==> src/logic/crs_defines.vh <==
`ifndef CRS_DEFINES_VH
`define CRS_DEFINES_VH

// Clock rate in kHz and figures of the sequence
`define CRS_CLK_KHZ 25000
`define CRS_RC_ONLY_CYCLES 1024
`define CRS_PIN_LOW_NS 1000
// Least time rounds up to whole cycles
`define CRS_PIN_LOW_CYCLES ((`CRS_PIN_LOW_NS * `CRS_CLK_KHZ + 999999) / 1000000)
`define CRS_STRETCH_CYCLES 4096
`define CRS_XTAL_MISS_DEF 16
`define CRS_SST_TIMEOUT_DEF 65536
// Start address of the processor
`define CRS_RESET_VECTOR 16'h0000
// Interface select strap codes
`define CRS_IF_UART 2'h0
`define CRS_IF_SPI 2'h1
`define CRS_IF_I2C 2'h2
// Status flag position
`define CRS_STAT_XTAL_FAIL 0

`endif

==> src/logic/crs_sync2.v <==
`timescale 1ns/1ns
// Two-flop synchroniser for one pin
module crs_sync2 (
    // Clock and reset
    input wire clk,
    input wire rst,
    // Data
    input wire din,
    output wire dout
);
reg meta;
reg stable;

// First flop read only by the second
always @(posedge clk or posedge rst) begin
    if (rst) begin
        meta <= 1'b0;
        stable <= 1'b0;
    end else begin
        meta <= din;
        stable <= meta;
    end
end

assign dout = stable;

endmodule // crs_sync2

==> src/logic/crs_clock_reset_supervisor.v <==
// Behaviour
// - Run on RC for first 1024 cycles
// - Then switch to external clock automatically
// - External failure returns to RC clock
// - Failure flag shown in status
// - Reset pin low halts all but clocking
// - Power-on detector starts and forces reset
// - Reset pin counts only after 1us low
// - Hold reset until pin high plus 4096
// - Processor starts at address zero
// - Supervision timeout starts full reset
// - Straps sampled at reset choose interface
// - Only one host interface enabled
`timescale 1ns/1ns
`include "crs_defines.vh"
module crs_clock_reset_supervisor #(
    parameter XTAL_MISS = `CRS_XTAL_MISS_DEF,
    parameter SST_TIMEOUT = `CRS_SST_TIMEOUT_DEF
) (
    // Clock (internal RC) and asynchronous reset
    input wire clk,
    input wire rst,
    // Power-on detector, high while supply valid
    input wire supply_ok,
    // Active-low reset pin
    input wire reset_pin_n,
    // External oscillator activity (raw, sampled here)
    input wire xtal_clk_in,
    // Supervision timer refresh from processor
    input wire sst_refresh,
    // Strap pins
    input wire [1:0] strap_if_sel,
    input wire [1:0] strap_addr,
    // Clock selection and status
    output reg clk_sel_ext,
    output reg status_xtal_fail,
    // Internal reset to digital core
    output reg core_reset,
    output reg [15:0] fetch_addr,
    // Host interface enables and address
    output reg if_uart_en,
    output reg if_spi_en,
    output reg if_i2c_en,
    output reg [1:0] dev_addr
);

// Reset sequencer states, one-hot
// Any illegal code falls back to hold
localparam ST_HOLD = 3'b001;
localparam ST_STRETCH = 3'b010;
localparam ST_RUN = 3'b100;

wire supply_s;
wire pin_s;
wire xtal_s;
wire [1:0] if_s;
wire [1:0] addr_s;

// Every asynchronous pin passes two flops
// Straps are static levels, so per-bit sync is safe for them

// Power detector
crs_sync2 u_sync_sup (
    .clk(clk),
    .rst(rst),
    .din(supply_ok),
    .dout(supply_s)
);

// Reset pin
crs_sync2 u_sync_pin (
    .clk(clk),
    .rst(rst),
    .din(reset_pin_n),
    .dout(pin_s)
);

// Crystal activity, sampled as data
crs_sync2 u_sync_xtal (
    .clk(clk),
    .rst(rst),
    .din(xtal_clk_in),
    .dout(xtal_s)
);

// Interface select strap, low bit
crs_sync2 u_sync_if0 (
    .clk(clk),
    .rst(rst),
    .din(strap_if_sel[0]),
    .dout(if_s[0])
);

// Interface select strap, high bit
crs_sync2 u_sync_if1 (
    .clk(clk),
    .rst(rst),
    .din(strap_if_sel[1]),
    .dout(if_s[1])
);

// Address strap, low bit
crs_sync2 u_sync_ad0 (
    .clk(clk),
    .rst(rst),
    .din(strap_addr[0]),
    .dout(addr_s[0])
);

// Address strap, high bit
crs_sync2 u_sync_ad1 (
    .clk(clk),
    .rst(rst),
    .din(strap_addr[1]),
    .dout(addr_s[1])
);

// Sequencer
reg [2:0] state;
reg [2:0] next_state;
reg [12:0] stretch_cnt;

// Reset pin filter
reg [4:0] low_cnt;
reg pin_req;
wire pin_low;

// Supervision timer
reg [16:0] sst_cnt;
reg sst_fire;

// Clock manager and crystal activity
reg [10:0] rc_cnt;
reg [7:0] miss_cnt;
reg xtal_d;
wire xtal_edge;
wire xtal_dead;
wire rc_done;

assign pin_low = ~pin_s;
assign xtal_edge = xtal_s ^ xtal_d;

// Crystal counted dead once the miss count is full
assign xtal_dead = (miss_cnt == XTAL_MISS[7:0]) && !xtal_edge;
// RC-only window over
assign rc_done = (rc_cnt == `CRS_RC_ONLY_CYCLES);

// glitch filter
// Pin low must persist the full count; any high restarts it
always @(posedge clk or posedge rst) begin
    if (rst) begin
        low_cnt <= 5'h00;
        pin_req <= 1'b0;
    end else if (!pin_low) begin
        low_cnt <= 5'h00;
        pin_req <= 1'b0;
    end else if (low_cnt >= `CRS_PIN_LOW_CYCLES - 1) begin
        pin_req <= 1'b1;
    end else begin
        low_cnt <= low_cnt + 5'h01;
    end
end

// Sequencer next state
// Causes come last so they override the order
always @* begin
    next_state = state;
    case (state)
    ST_HOLD: begin
        if (supply_s && !pin_req && pin_s)
            next_state = ST_STRETCH;
    end
    ST_STRETCH: begin
        if (stretch_cnt == `CRS_STRETCH_CYCLES - 1)
            next_state = ST_RUN;
    end
    ST_RUN: begin
        next_state = ST_RUN;
    end
    default: next_state = ST_HOLD;
    endcase
    if (!supply_s)
        next_state = ST_HOLD;
    if (pin_req)
        next_state = ST_HOLD;
    if (sst_fire)
        next_state = ST_HOLD;
end

// Sequencer state and stretch timer
always @(posedge clk or posedge rst) begin
    if (rst) begin
        state <= ST_HOLD;
        stretch_cnt <= 13'h0000;
    end else begin
        state <= next_state;
        if (state == ST_STRETCH && next_state == ST_STRETCH)
            stretch_cnt <= stretch_cnt + 13'h0001;
        else
            stretch_cnt <= 13'h0000;
    end
end

// Core reset and program counter start point
// Registered so the core never sees a decode glitch
always @(posedge clk or posedge rst) begin
    if (rst) begin
        core_reset <= 1'b1;
        fetch_addr <= `CRS_RESET_VECTOR;
    end else begin
        core_reset <= (next_state != ST_RUN);
        if (next_state != ST_RUN)
            fetch_addr <= `CRS_RESET_VECTOR;
    end
end

// Supervision timer, free running while the core runs
// Refresh wins even when it comes on the final count
// Held clear outside run, so each start gets a full span
always @(posedge clk or posedge rst) begin
    if (rst) begin
        sst_cnt <= 17'h00000;
        sst_fire <= 1'b0;
    end else if (state != ST_RUN || sst_refresh) begin
        sst_cnt <= 17'h00000;
        sst_fire <= 1'b0;
    end else if (sst_cnt == SST_TIMEOUT[16:0] - 17'h00001) begin
        sst_cnt <= 17'h00000;
        sst_fire <= 1'b1;
    end else begin
        sst_cnt <= sst_cnt + 17'h00001;
        sst_fire <= 1'b0;
    end
end

// missing-edge detector
// Saturates, so a long dead spell never wraps to look alive
always @(posedge clk or posedge rst) begin
    if (rst) begin
        xtal_d <= 1'b0;
        miss_cnt <= 8'h00;
    end else begin
        xtal_d <= xtal_s;
        if (!supply_s || xtal_edge)
            miss_cnt <= 8'h00;
        else if (miss_cnt != XTAL_MISS[7:0])
            miss_cnt <= miss_cnt + 8'h01;
    end
end

// Clock manager keeps running through pin reset
// Only the power detector restarts its RC-only window
always @(posedge clk or posedge rst) begin
    if (rst) begin
        rc_cnt <= 11'h000;
        clk_sel_ext <= 1'b0;
        status_xtal_fail <= 1'b0;
    end else if (!supply_s) begin
        rc_cnt <= 11'h000;
        clk_sel_ext <= 1'b0;
    end else begin
        if (!rc_done)
            rc_cnt <= rc_cnt + 11'h001;
        if (xtal_dead) begin
            clk_sel_ext <= 1'b0;
            // failure flag after use
            // Sticky until a live crystal is selected again
            if (clk_sel_ext)
                status_xtal_fail <= 1'b1;
        end else if (rc_done && xtal_edge) begin
            clk_sel_ext <= 1'b1;
            status_xtal_fail <= 1'b0;
        end
    end
end

// Strap capture while core held in reset
// Straps follow the pins through hold, frozen on release
always @(posedge clk or posedge rst) begin
    if (rst) begin
        if_uart_en <= 1'b0;
        if_spi_en <= 1'b0;
        if_i2c_en <= 1'b0;
        dev_addr <= 2'h0;
    end else if (state == ST_HOLD) begin
        dev_addr <= addr_s;
        if_uart_en <= (if_s == `CRS_IF_UART) || (if_s == 2'h3);
        if_spi_en <= (if_s == `CRS_IF_SPI);
        if_i2c_en <= (if_s == `CRS_IF_I2C);
    end
end

endmodule // crs_clock_reset_supervisor

==> config.mk <==
export PLATFORM = sky130hd
export DESIGN_NAME = crs_clock_reset_supervisor
export DESIGN_NICKNAME = d
export VERILOG_FILES = /design/src/logic/crs_sync2.v /design/src/logic/crs_clock_reset_supervisor.v
export VERILOG_INCLUDE_DIRS = /design/src /design/src/logic
export SDC_FILE = /design/constraint.sdc
export NUM_CORES = 1
export LEC_CHECK = 0
export ABC_CLOCK_PERIOD_IN_PS = 2300
export BUFFER_PORTS_ARGS = -buffer_cell sky130_fd_sc_hd__buf_2
export CORE_ASPECT_RATIO = 1.75
export CORE_MARGIN = 4
export CORE_UTILIZATION = 45
export DETAILED_ROUTE_END_ITERATION = 12
export PLACE_DENSITY = 0.73
export SYNTH_ARGS = -nofsm -noshare
export SYNTH_HDL_FRONTEND = slang
export SYNTH_SLANG_ARGS = --single-unit
==> constraint.sdc <==
create_clock -name clk -period 2.3 [get_ports clk]
set_clock_uncertainty 0.1 [all_clocks]
set_input_delay 0 -clock clk [delete_from_list [all_inputs] [get_ports clk]]
set_output_delay 0 -clock clk [all_outputs]
set_load 0.02 [all_outputs]
* Yosys cells after proc, flatten, opt, wreduce, memory -nomap -nowiden
Index checks and enable logic that the tools add are counted. Widths: inputs -> output; s select.
Storage, ports and cells: flip-flop bits (word level) 82, bits of input ports 10, output and inout bits 24, logic and storage cells 96
Cells by class: add/sub/neg operators 5, $lt $le $gt $ge 1, equality and inequality tests 18, multiplexer cells 25, bitwise gates (word level) 1, reduce and logical (&&, ||, !) cells 16
Operators with widths (count):
- $mux 17 | 2
- $mux 11 | 2
- $add 17x1->17 const B | 1
- $eq 17x16->1 const B | 1
- $mux 8 | 2
- $mux 3 | 5
- $add 13x1->13 const B | 1
- $eq 13x12->1 const B | 1
- $mux 13 | 1
- $add 11x1->11 const B | 1
- $eq 11x11->1 const B | 1
- $mux 1 | 10
- $mux 5 | 2
- $ne 3x3->1 const B | 3
- $pmux 3 s3 | 1
- $add 8x1->8 const B | 1
- $eq 8x5->1 const B | 1
- $ne 8x5->1 const B | 1
- $eq 3x2->1 const B | 2
- $reduce_bool 2->1 | 3
- $add 5x1->5 const B | 1
- $ge 5x5->1 const B | 1
- $logic_and 1x1->1 | 5
- $eq 2x2->1 const B | 2
- other kinds (10) | 15

* Depth between registers and ports, before layout
Gate-level depths: netlist (run 1).
depth after elaboration 11, depth in mapped cells 7, gate-level depth less buffers 5

* Cells and area by module
From an unflattened synthesis (run 1), not the netlist that was laid out.
Unflattened totals: cells, all modules 355, area, all modules 3796.1 µm²
By module, submodules not included:
- crs_clock_reset_supervisor | instances 1, cells each 334, area an instance 3419.5 µm²
- crs_sync2 | instances 7, cells each 3, area an instance 53.8 µm²

* Worst setup path before layout (run 1)
No wires, ideal clock.
path kind reg2reg, start reg sst_cnt[0], end reg sst_cnt[14], setup time 76 ps, arrival 1784 ps, required time 2124 ps, setup slack 339 ps, stages on the path, launching flop included 7, path through dfrtp_1 ha_1 nand2_1 or4_1 buf_2 or4_1 o21ai_1
Between the ends: longest elaborated chain between the ends 3
RTL lines:
- from (decl) | RTL line crs_clock_reset_supervisor.v:129 | reg [16:0] sst_cnt;
- from (signal assigned) | RTL line crs_clock_reset_supervisor.v:231 | sst_cnt <= sst_cnt + 17'h00001;
- $add 17x1->17 / $eq 17x16->1 (equally long branches) | RTL line crs_clock_reset_supervisor.v:231, crs_clock_reset_supervisor.v:227
- $mux 17 (*) | RTL line crs_clock_reset_supervisor.v:227 | end else if (sst_cnt == SST_TIMEOUT[16:0] - 17'h00001) begin
- $mux 17 (*) | RTL line crs_clock_reset_supervisor.v:224 | end else if (state != ST_RUN || sst_refresh) begin
Every way passes the cells marked *; elsewhere a longest branch is shown, timed or not. A chain may end at the register's enable or synchronous reset.

* Worst setup path after layout (run 1)
Same ends and word-level chain as after synthesis.

==> key figures, run 1 <==
Cells and area
  – Synth-to-Final Area Change: 15.2%
  – Final Instance Area: 4270 sq um
  – Fin cells: 481
  – Nets@finish: 406
  – Diode insertion count for antenna repair: 0
  – Share of post-route cells with drive strength above 1: 13.0%

Critical path
  – Start of the worst register-to-register path: sst_cnt[0]
  – Endpoint class of the critical path: register
  – Worst-case register-to-register setup slack: 130 ps
  – Critical path data required time: 2460 ps
  – Capturing instance or port of the critical path: sst_cnt[14]
  – Crit Path Max Fanout: 6
  – CP Data Arrival Time: 2330 ps
  – Nature of the critical path startpoint: register
  – Endpoint of the worst register-to-register path: sst_cnt[14]
  – Critical path class: register to register
  – Timing startpoint of the critical path: sst_cnt[0]
  – Depth of the worst register-to-register path: 5

Worst hold path
  – Class of the tightest hold or removal check: input port to async pin

Timing
  – Slew Limit Headroom: 62.5%
  – Actual transition at the worst max-transition pin: 562 ps
  – Final worst-path cycle share: 94.4%
  – Peak Freq: 0.461 GHz
  – Post-layout minimum cycle time: 2170 ps
  – Unrepaired setup endpoints after global routing: no
  – Final Slew Violations: 0
  – Final Hold Vio Count: 0
  – Final sum of negative setup slack: 0 ps
  – Setup violations, final: 0
  – Hold_ws: 151 ps

Route
  – Wirelength per Cell: 13.4 microns
  – Count of unresolved DRC violations after routing: 0
  – Number of vias per cell after detailed routing: 5.22
  – Detailed Routing Iterations Pass 1: 4
  – Total routed wirelength: 6.42 mm
  – Via total after detailed routing: 2509
  – Number of violations reported at the end of detailed-routing iteration 0: 58
  – Post-route ant nets: 0

Placement
  – Cell area reported after detailed placement: 3860 sq um
  – Final weighted congestion in routability-driven placement: 0.870
  – Total placed cells including tap cells: 456
  – Number of buffers added on ports: 17
  – Half-perimeter wire length after detailed placement: 4.54 mm

Clocking
  – Deepest clock path buffer count: 2
  – TritonCTS buffer count: 9
  – Depth of the CTS H-tree: 3
  – CTS tree: done
  – Setup Buffers After CTS: 0
  – Clk_lat worst skew: 330 ps
  – CTS clock-pin slew for the worst setup and hold paths: 60 ps
  – Buffer type at the clock tree root: clkbuf_16
  – Sinks on the clock net: 82

Floorplan
  – Total die area: 9810 sq um
  – Floorplan Core Area: 7960 sq um
  – Std-Cell Rows: 43
  – Initial Utilization: 46.5%
  – Die outline height: 128 microns
  – IO Pins: 34
  – Die width: 76.6 microns

Pwr
  – Static Leak: 1.86 nW
  – Power density normalized to cell area: 747 nW/um^2
  – VDD IR max: 0.500 mV
  – Total design power: 3.19 mW

Global route
  – GR Util All Layers: 14.7%
  – Grt ovf: 0
  – Wire length of the first global-routing pass: 11.4 mm
  – Number of antenna violations at the first check in global routing: 0
  – Vias in the first global route: 2716
  – Maximum number of pins on one net before global-route repair: 39

Yosys
  – Yosys top cell area share: 54.0%
  – Post-synthesis cell type count: 41
  – Async S/R FF share, synth: 100%
  – Syn avg cell area: 10.6 sq um
  – Post-synth top cells: dfrtp_1, nor2_1, nand3_1
  – Netlist area before placement: 3700 sq um
  – Dominant synthesized flop cell: dfrtp_1
  – Count of mapped cells out of synthesis: 351
  – Cell taking the most area after synthesis: dfrtp_1
  – Top-count cell post-synth: dfrtp_1
  – Cells taking the most area after synthesis: dfrtp_1, xnor2_1, nor2_1
  – Count of flip-flops with a built-in enable after synthesis: 0
  – Flop and latch count out of synthesis: 82
  – Share of synthesized area occupied by flip-flops and latches: 55.5%
  – Number of warnings printed during yosys synthesis: 0

Run
  – Max capacitance violation total: 0

Status
  – Run status: completed
## worst max-delay path, stage by stage (launching register included)
cell and delay, ps:
dfrtp_1 420, ha_1 250, nand2_1 130, or4_1 550
or4_1 540, o21ai_1 90
## power by group
part	leakage, nW	switching (mW)	internal [mW]
sequential	1.09	0.0320	1.48
clock	0.153	0.537	0.948
combinational	0.623	0.117	0.0692
total	1.86	0.687	2.50
## worst min-delay path by stage
stage	startpoint	end	slack, ps	cells past startpoint
2_1_floorplan	strap_addr[0]	u_sync_ad0.meta	-70	0
3_3_place_gp	rst	stretch_cnt[4]	-40	2
3_5_place_dp	rst	stretch_cnt[3]	-30	2
4_1_cts	rst	stretch_cnt[3]	160	3
5_1_grt	rst	stretch_cnt[4]	210	3
6_report	rst	sst_cnt[5]	150	3
## registers in the layout, summed over array words and instances (netlist names), 2 cells and up
| register | flops |
|---|---|
| sst_cnt | 17 |
| stretch_cnt | 13 |
| rc_cnt | 11 |
| low_cnt | 5 |
| dev_addr | 2 |
| state | 3 |
| miss_cnt | 8 |
## timing repair
| action | in CTS | in global routing |
|---|---|---|
| resized for setup | 0 | 0 |
| hold buffers | 9 | 0 |
| hold endpoints to repair | 39 | 0 |
## metrics by stage
step           setup slack [ps]  util [%]
2_1_floorplan              94.9         -
3_3_place_gp                262      48.5
3_5_place_dp                164      48.5
4_1_cts                     122      53.6
5_1_grt                    10.1      53.6
6_report                    129      53.6
## cells in the final DEF, fill, tap and decap left out, drive strengths merged, types with 4 or more instances in the layout
cell type and instances:
a21oi 7, ha 10, clkbuf 11, nor4 4
nand4 6, and3 4, dlygate4sd3 9, clkinv 4
nor3 15, inv 16, buf 22, xnor2 22
mux2 6, xor2 17, nand2 21, nor2 51
nand3 28, dfrtp 80, o21ai 5, conb 16
nand2b 4
## cells by family (layout without fill, tap and decap cells)
| kind of cell | after synthesis | in the layout | synth area share (%) |
|---|---|---|---|
| compound gates | 23 | 23 | 4.12 |
| xor+xnor | 39 | 39 | 9.22 |
| fa+ha+maj | 10 | 10 | 3.38 |
| buf+inv | 39 | 64 | 5.64 |
| flops | 82 | 82 | 55.5 |
| mux | 9 | 9 | 2.63 |
| other cells | 1 | 16 | 0.101 |
| simple gates | 148 | 148 | 19.5 |
## area by class of cell
class,count,area (sq um)
clock buffer,11,233
clock inverter,5,78.8
fill,718,3700
inverter,17,65.1
multi-input combinational,245,1500
sequential,82,2050
tap,90,113
timing repair buffer,31,225
## layer usage
metal  vias up  track usage, %  wire [microns]
met5         -               0               0
met4         0            9.93             227
met3        14            2.81             188
met2        38            26.9            3450
met1      1236            15.1            2560
li1       1221               -               -
(Power assumes the default switching activity.)
==> run 2: changes to the inputs <==
--- a/config.mk
+++ b/config.mk
@@ -6,13 +6,13 @@
 export SDC_FILE = /design/constraint.sdc
 export NUM_CORES = 1
 export LEC_CHECK = 0
-export ABC_CLOCK_PERIOD_IN_PS = 2300
+export ABC_CLOCK_PERIOD_IN_PS = 2600
 export BUFFER_PORTS_ARGS = -buffer_cell sky130_fd_sc_hd__buf_2
 export CORE_ASPECT_RATIO = 1.75
 export CORE_MARGIN = 4
 export CORE_UTILIZATION = 45
 export DETAILED_ROUTE_END_ITERATION = 12
-export PLACE_DENSITY = 0.73
+export PLACE_DENSITY = 0.7
 export SYNTH_ARGS = -nofsm -noshare
 export SYNTH_HDL_FRONTEND = slang
 export SYNTH_SLANG_ARGS = --single-unit
==> constraint.sdc (replaced) <==
create_clock -name clk -period 2.6 [get_ports clk]
set_clock_uncertainty 0.1 [all_clocks]
set_input_delay 0 -clock clk [delete_from_list [all_inputs] [get_ports clk]]
set_output_delay 0 -clock clk [all_outputs]
set_load 0.02 [all_outputs]
==> run 2 against run 1 <==
Effect of this change: clock-buffer cell count unchanged; flip-flop and latch count stayed put; wire length shrank 1.1%; hold slack improved by 60 ps; via count decreased by 0.28%; register-to-register slack improved by 260 ps; critical path type unchanged; largest cell class unchanged.
==> key figures, run 2 (synthesized netlist as in run 1, its figures left out) <==
Cells and area
  – Final Instance Area: 4230 sq um
  – Fin cells: 479
  – Register with the most flip-flops: sst_cnt
  – Commonest non-fill, non-tap cells in the layout: dfrtp_1, nor2_1, nand3_1, xnor2_1, nand2_1
  – Most common library cell in the layout ignoring fill and taps: dfrtp_1
  – Synth-to-Final Area Change: 14.3%
  – Layout filler cell count: 706
  – Diode insertion count for antenna repair: 0
  – Nets@finish: 404
  – Share of post-route cells with drive strength above 1: 12.9%
  – Flip-flop count of the largest register, all copies and words added: 17
  – Largest registers: sst_cnt x17, stretch_cnt x13, rc_cnt x11

Timing
  – Hold_ws: 210 ps
  – Unrepaired setup endpoints after global routing: no
  – Actual transition at the worst max-transition pin: 988 ps
  – Final sum of negative setup slack: 0 ps
  – Final Hold Vio Count: 0
  – Setup violations, final: 0
  – Post-layout minimum cycle time: 2210 ps
  – Final Slew Violations: 0
  – Final worst-path cycle share: 85.1%
  – Slew Limit Headroom: 34.1%
  – Peak Freq: 0.452 GHz

Clocking
  – Clk_lat worst skew: 330 ps
  – Deepest clock path buffer count: 2
  – Number of gates given a new drive strength after cts: 0
  – Sinks on the clock net: 82
  – CTS tree: done
  – CTS clock-pin slew for the worst setup and hold paths: 60 ps
  – TritonCTS buffer count: 9
  – Buffer type at the clock tree root: clkbuf_16
  – Depth of the CTS H-tree: 3

Placement
  – Cell area reported after detailed placement: 3840 sq um
  – Number of buffers added on ports: 17
  – Half-perimeter wire length after detailed placement: 4.43 mm
  – Final weighted congestion in routability-driven placement: 0.838
  – Total placed cells including tap cells: 454

Critical path
  – Crit Path Max Fanout: 15
  – CP Data Arrival Time: 2300 ps
  – Critical path data required time: 2680 ps
  – CP Cell Sequence: ha_1 -> nand2_1 -> or4_1 -> o21ai_2 -> nor2_1
  – Largest incremental delay on the critical path: 550 ps
  – Nature of the critical path startpoint: register
  – Endpoint class of the critical path: register
  – Critical path class: register to register
  – Cell type of the slowest stage on the worst timing path: o21ai_2

Pwr
  – Power density normalized to cell area: 655 nW/um^2
  – Static Leak: 1.84 nW
  – VDD IR max: 0.628 mV

Route
  – Wirelength per Cell: 13.3 microns
  – Post-route ant nets: 0
  – Number of violations reported at the end of detailed-routing iteration 0: 67
  – Total routed wirelength: 6.35 mm
  – Number of vias per cell after detailed routing: 5.22
  – Detailed Routing Iterations Pass 1: 4
  – Count of unresolved DRC violations after routing: 0
  – Via total after detailed routing: 2502

Global route
  – Maximum number of pins on one net before global-route repair: 60
  – Grt ovf: 0
  – Vias in the first global route: 2617
  – Wire length of the first global-routing pass: 11.3 mm
  – Number of antenna violations at the first check in global routing: 0
  – GR Util All Layers: 14.6%

Floorplan
  – Initial Utilization: 46.5%
  – Total die area: 9810 sq um
  – IO Pins: 34
  – Die outline height: 128 microns
  – Std-Cell Rows: 43
  – Die width: 76.6 microns
  – Floorplan Core Area: 7960 sq um

Status
  – Run status: completed

Worst hold path
  – Class of the tightest hold or removal check: input port to register

Run
  – Max capacitance violation total: 0
[run 2: cell count changes in the layout (fill, tap and decap cells not counted)]
cell	previous run	this run
buf_12	1	0
clkinv_2	3	1
clkbuf_8	0	1
clkinvlp_4	0	2
bufinv_16	2	1
buf_4	4	3
inv_6	0	1
clkbuf_1	2	1
[run 2: path summary, 6_finish.rpt]
check | cells past startpoint | slack, ps | endpoint | from
worst max-delay path | 5 | 390 | sst_cnt[6] | sst_cnt[0]
worst min-delay path | 2 | 210 | u_sync_pin.meta | reset_pin_n
worst max register to register | 5 | 390 | sst_cnt[6] | sst_cnt[0]
worst min register to register | 0 | 250 | u_sync_ad1.dout | u_sync_ad1.meta
max in group asynchronous | 4 | 1340 | u_sync_ad0.meta | rst
min in group asynchronous | 3 | 320 | stretch_cnt[5] | rst
[run 2: area by class of cell]
type                       instances  area [sq um]  share of cell area [%]
clock buffer                      11           243                    5.73
clock inverter                     5          62.6                    1.48
inverter                          17          65.1                    1.54
multi-input combinational        245          1500                    35.4
sequential                        82          2050                    48.5
tap                               90           113                    2.66
timing repair buffer              29           198                    4.67
[run 2: metrics by stage]
stage | worst slack, ps | utilization (%) | power, mW
floorplan | 395 | - | 1.49
global placement | 448 | 48.2 | 1.51
detailed placement | 376 | 48.2 | 1.52
CTS | 376 | 53.2 | 2.81
global route | 236 | 53.2 | 2.89
finish | 388 | 53.2 | 2.77
[run 2: what timing repair did]
action                    in CTS  in global routing
hold buffers                   9                  0
hold endpoints to repair      65                  0
setup buffers                  0                  0
[run 2: power breakdown]
group          leakage (nW)  total (mW)  internal [mW]  switching [mW]
clock                 0.142        1.27          0.775           0.495
sequential             1.09        1.34           1.31          0.0280
combinational         0.609       0.161         0.0590           0.102
[run 2: per-layer routing]
layer	track usage, %	wire (microns)	share of wire, %
met1	15.0	2500	39
met2	26.2	3490	55
met3	4.50	182	2.9
met4	7.90	183	2.9
met5	0	0	0
[run 2: worst max-delay path: cells and delay by family, from the launching register on]
kind | cells | cell delay (ps)
compound gates | 1 | 550
fa+ha+maj | 1 | 230
flops | 1 | 420
simple gates | 3 | 780
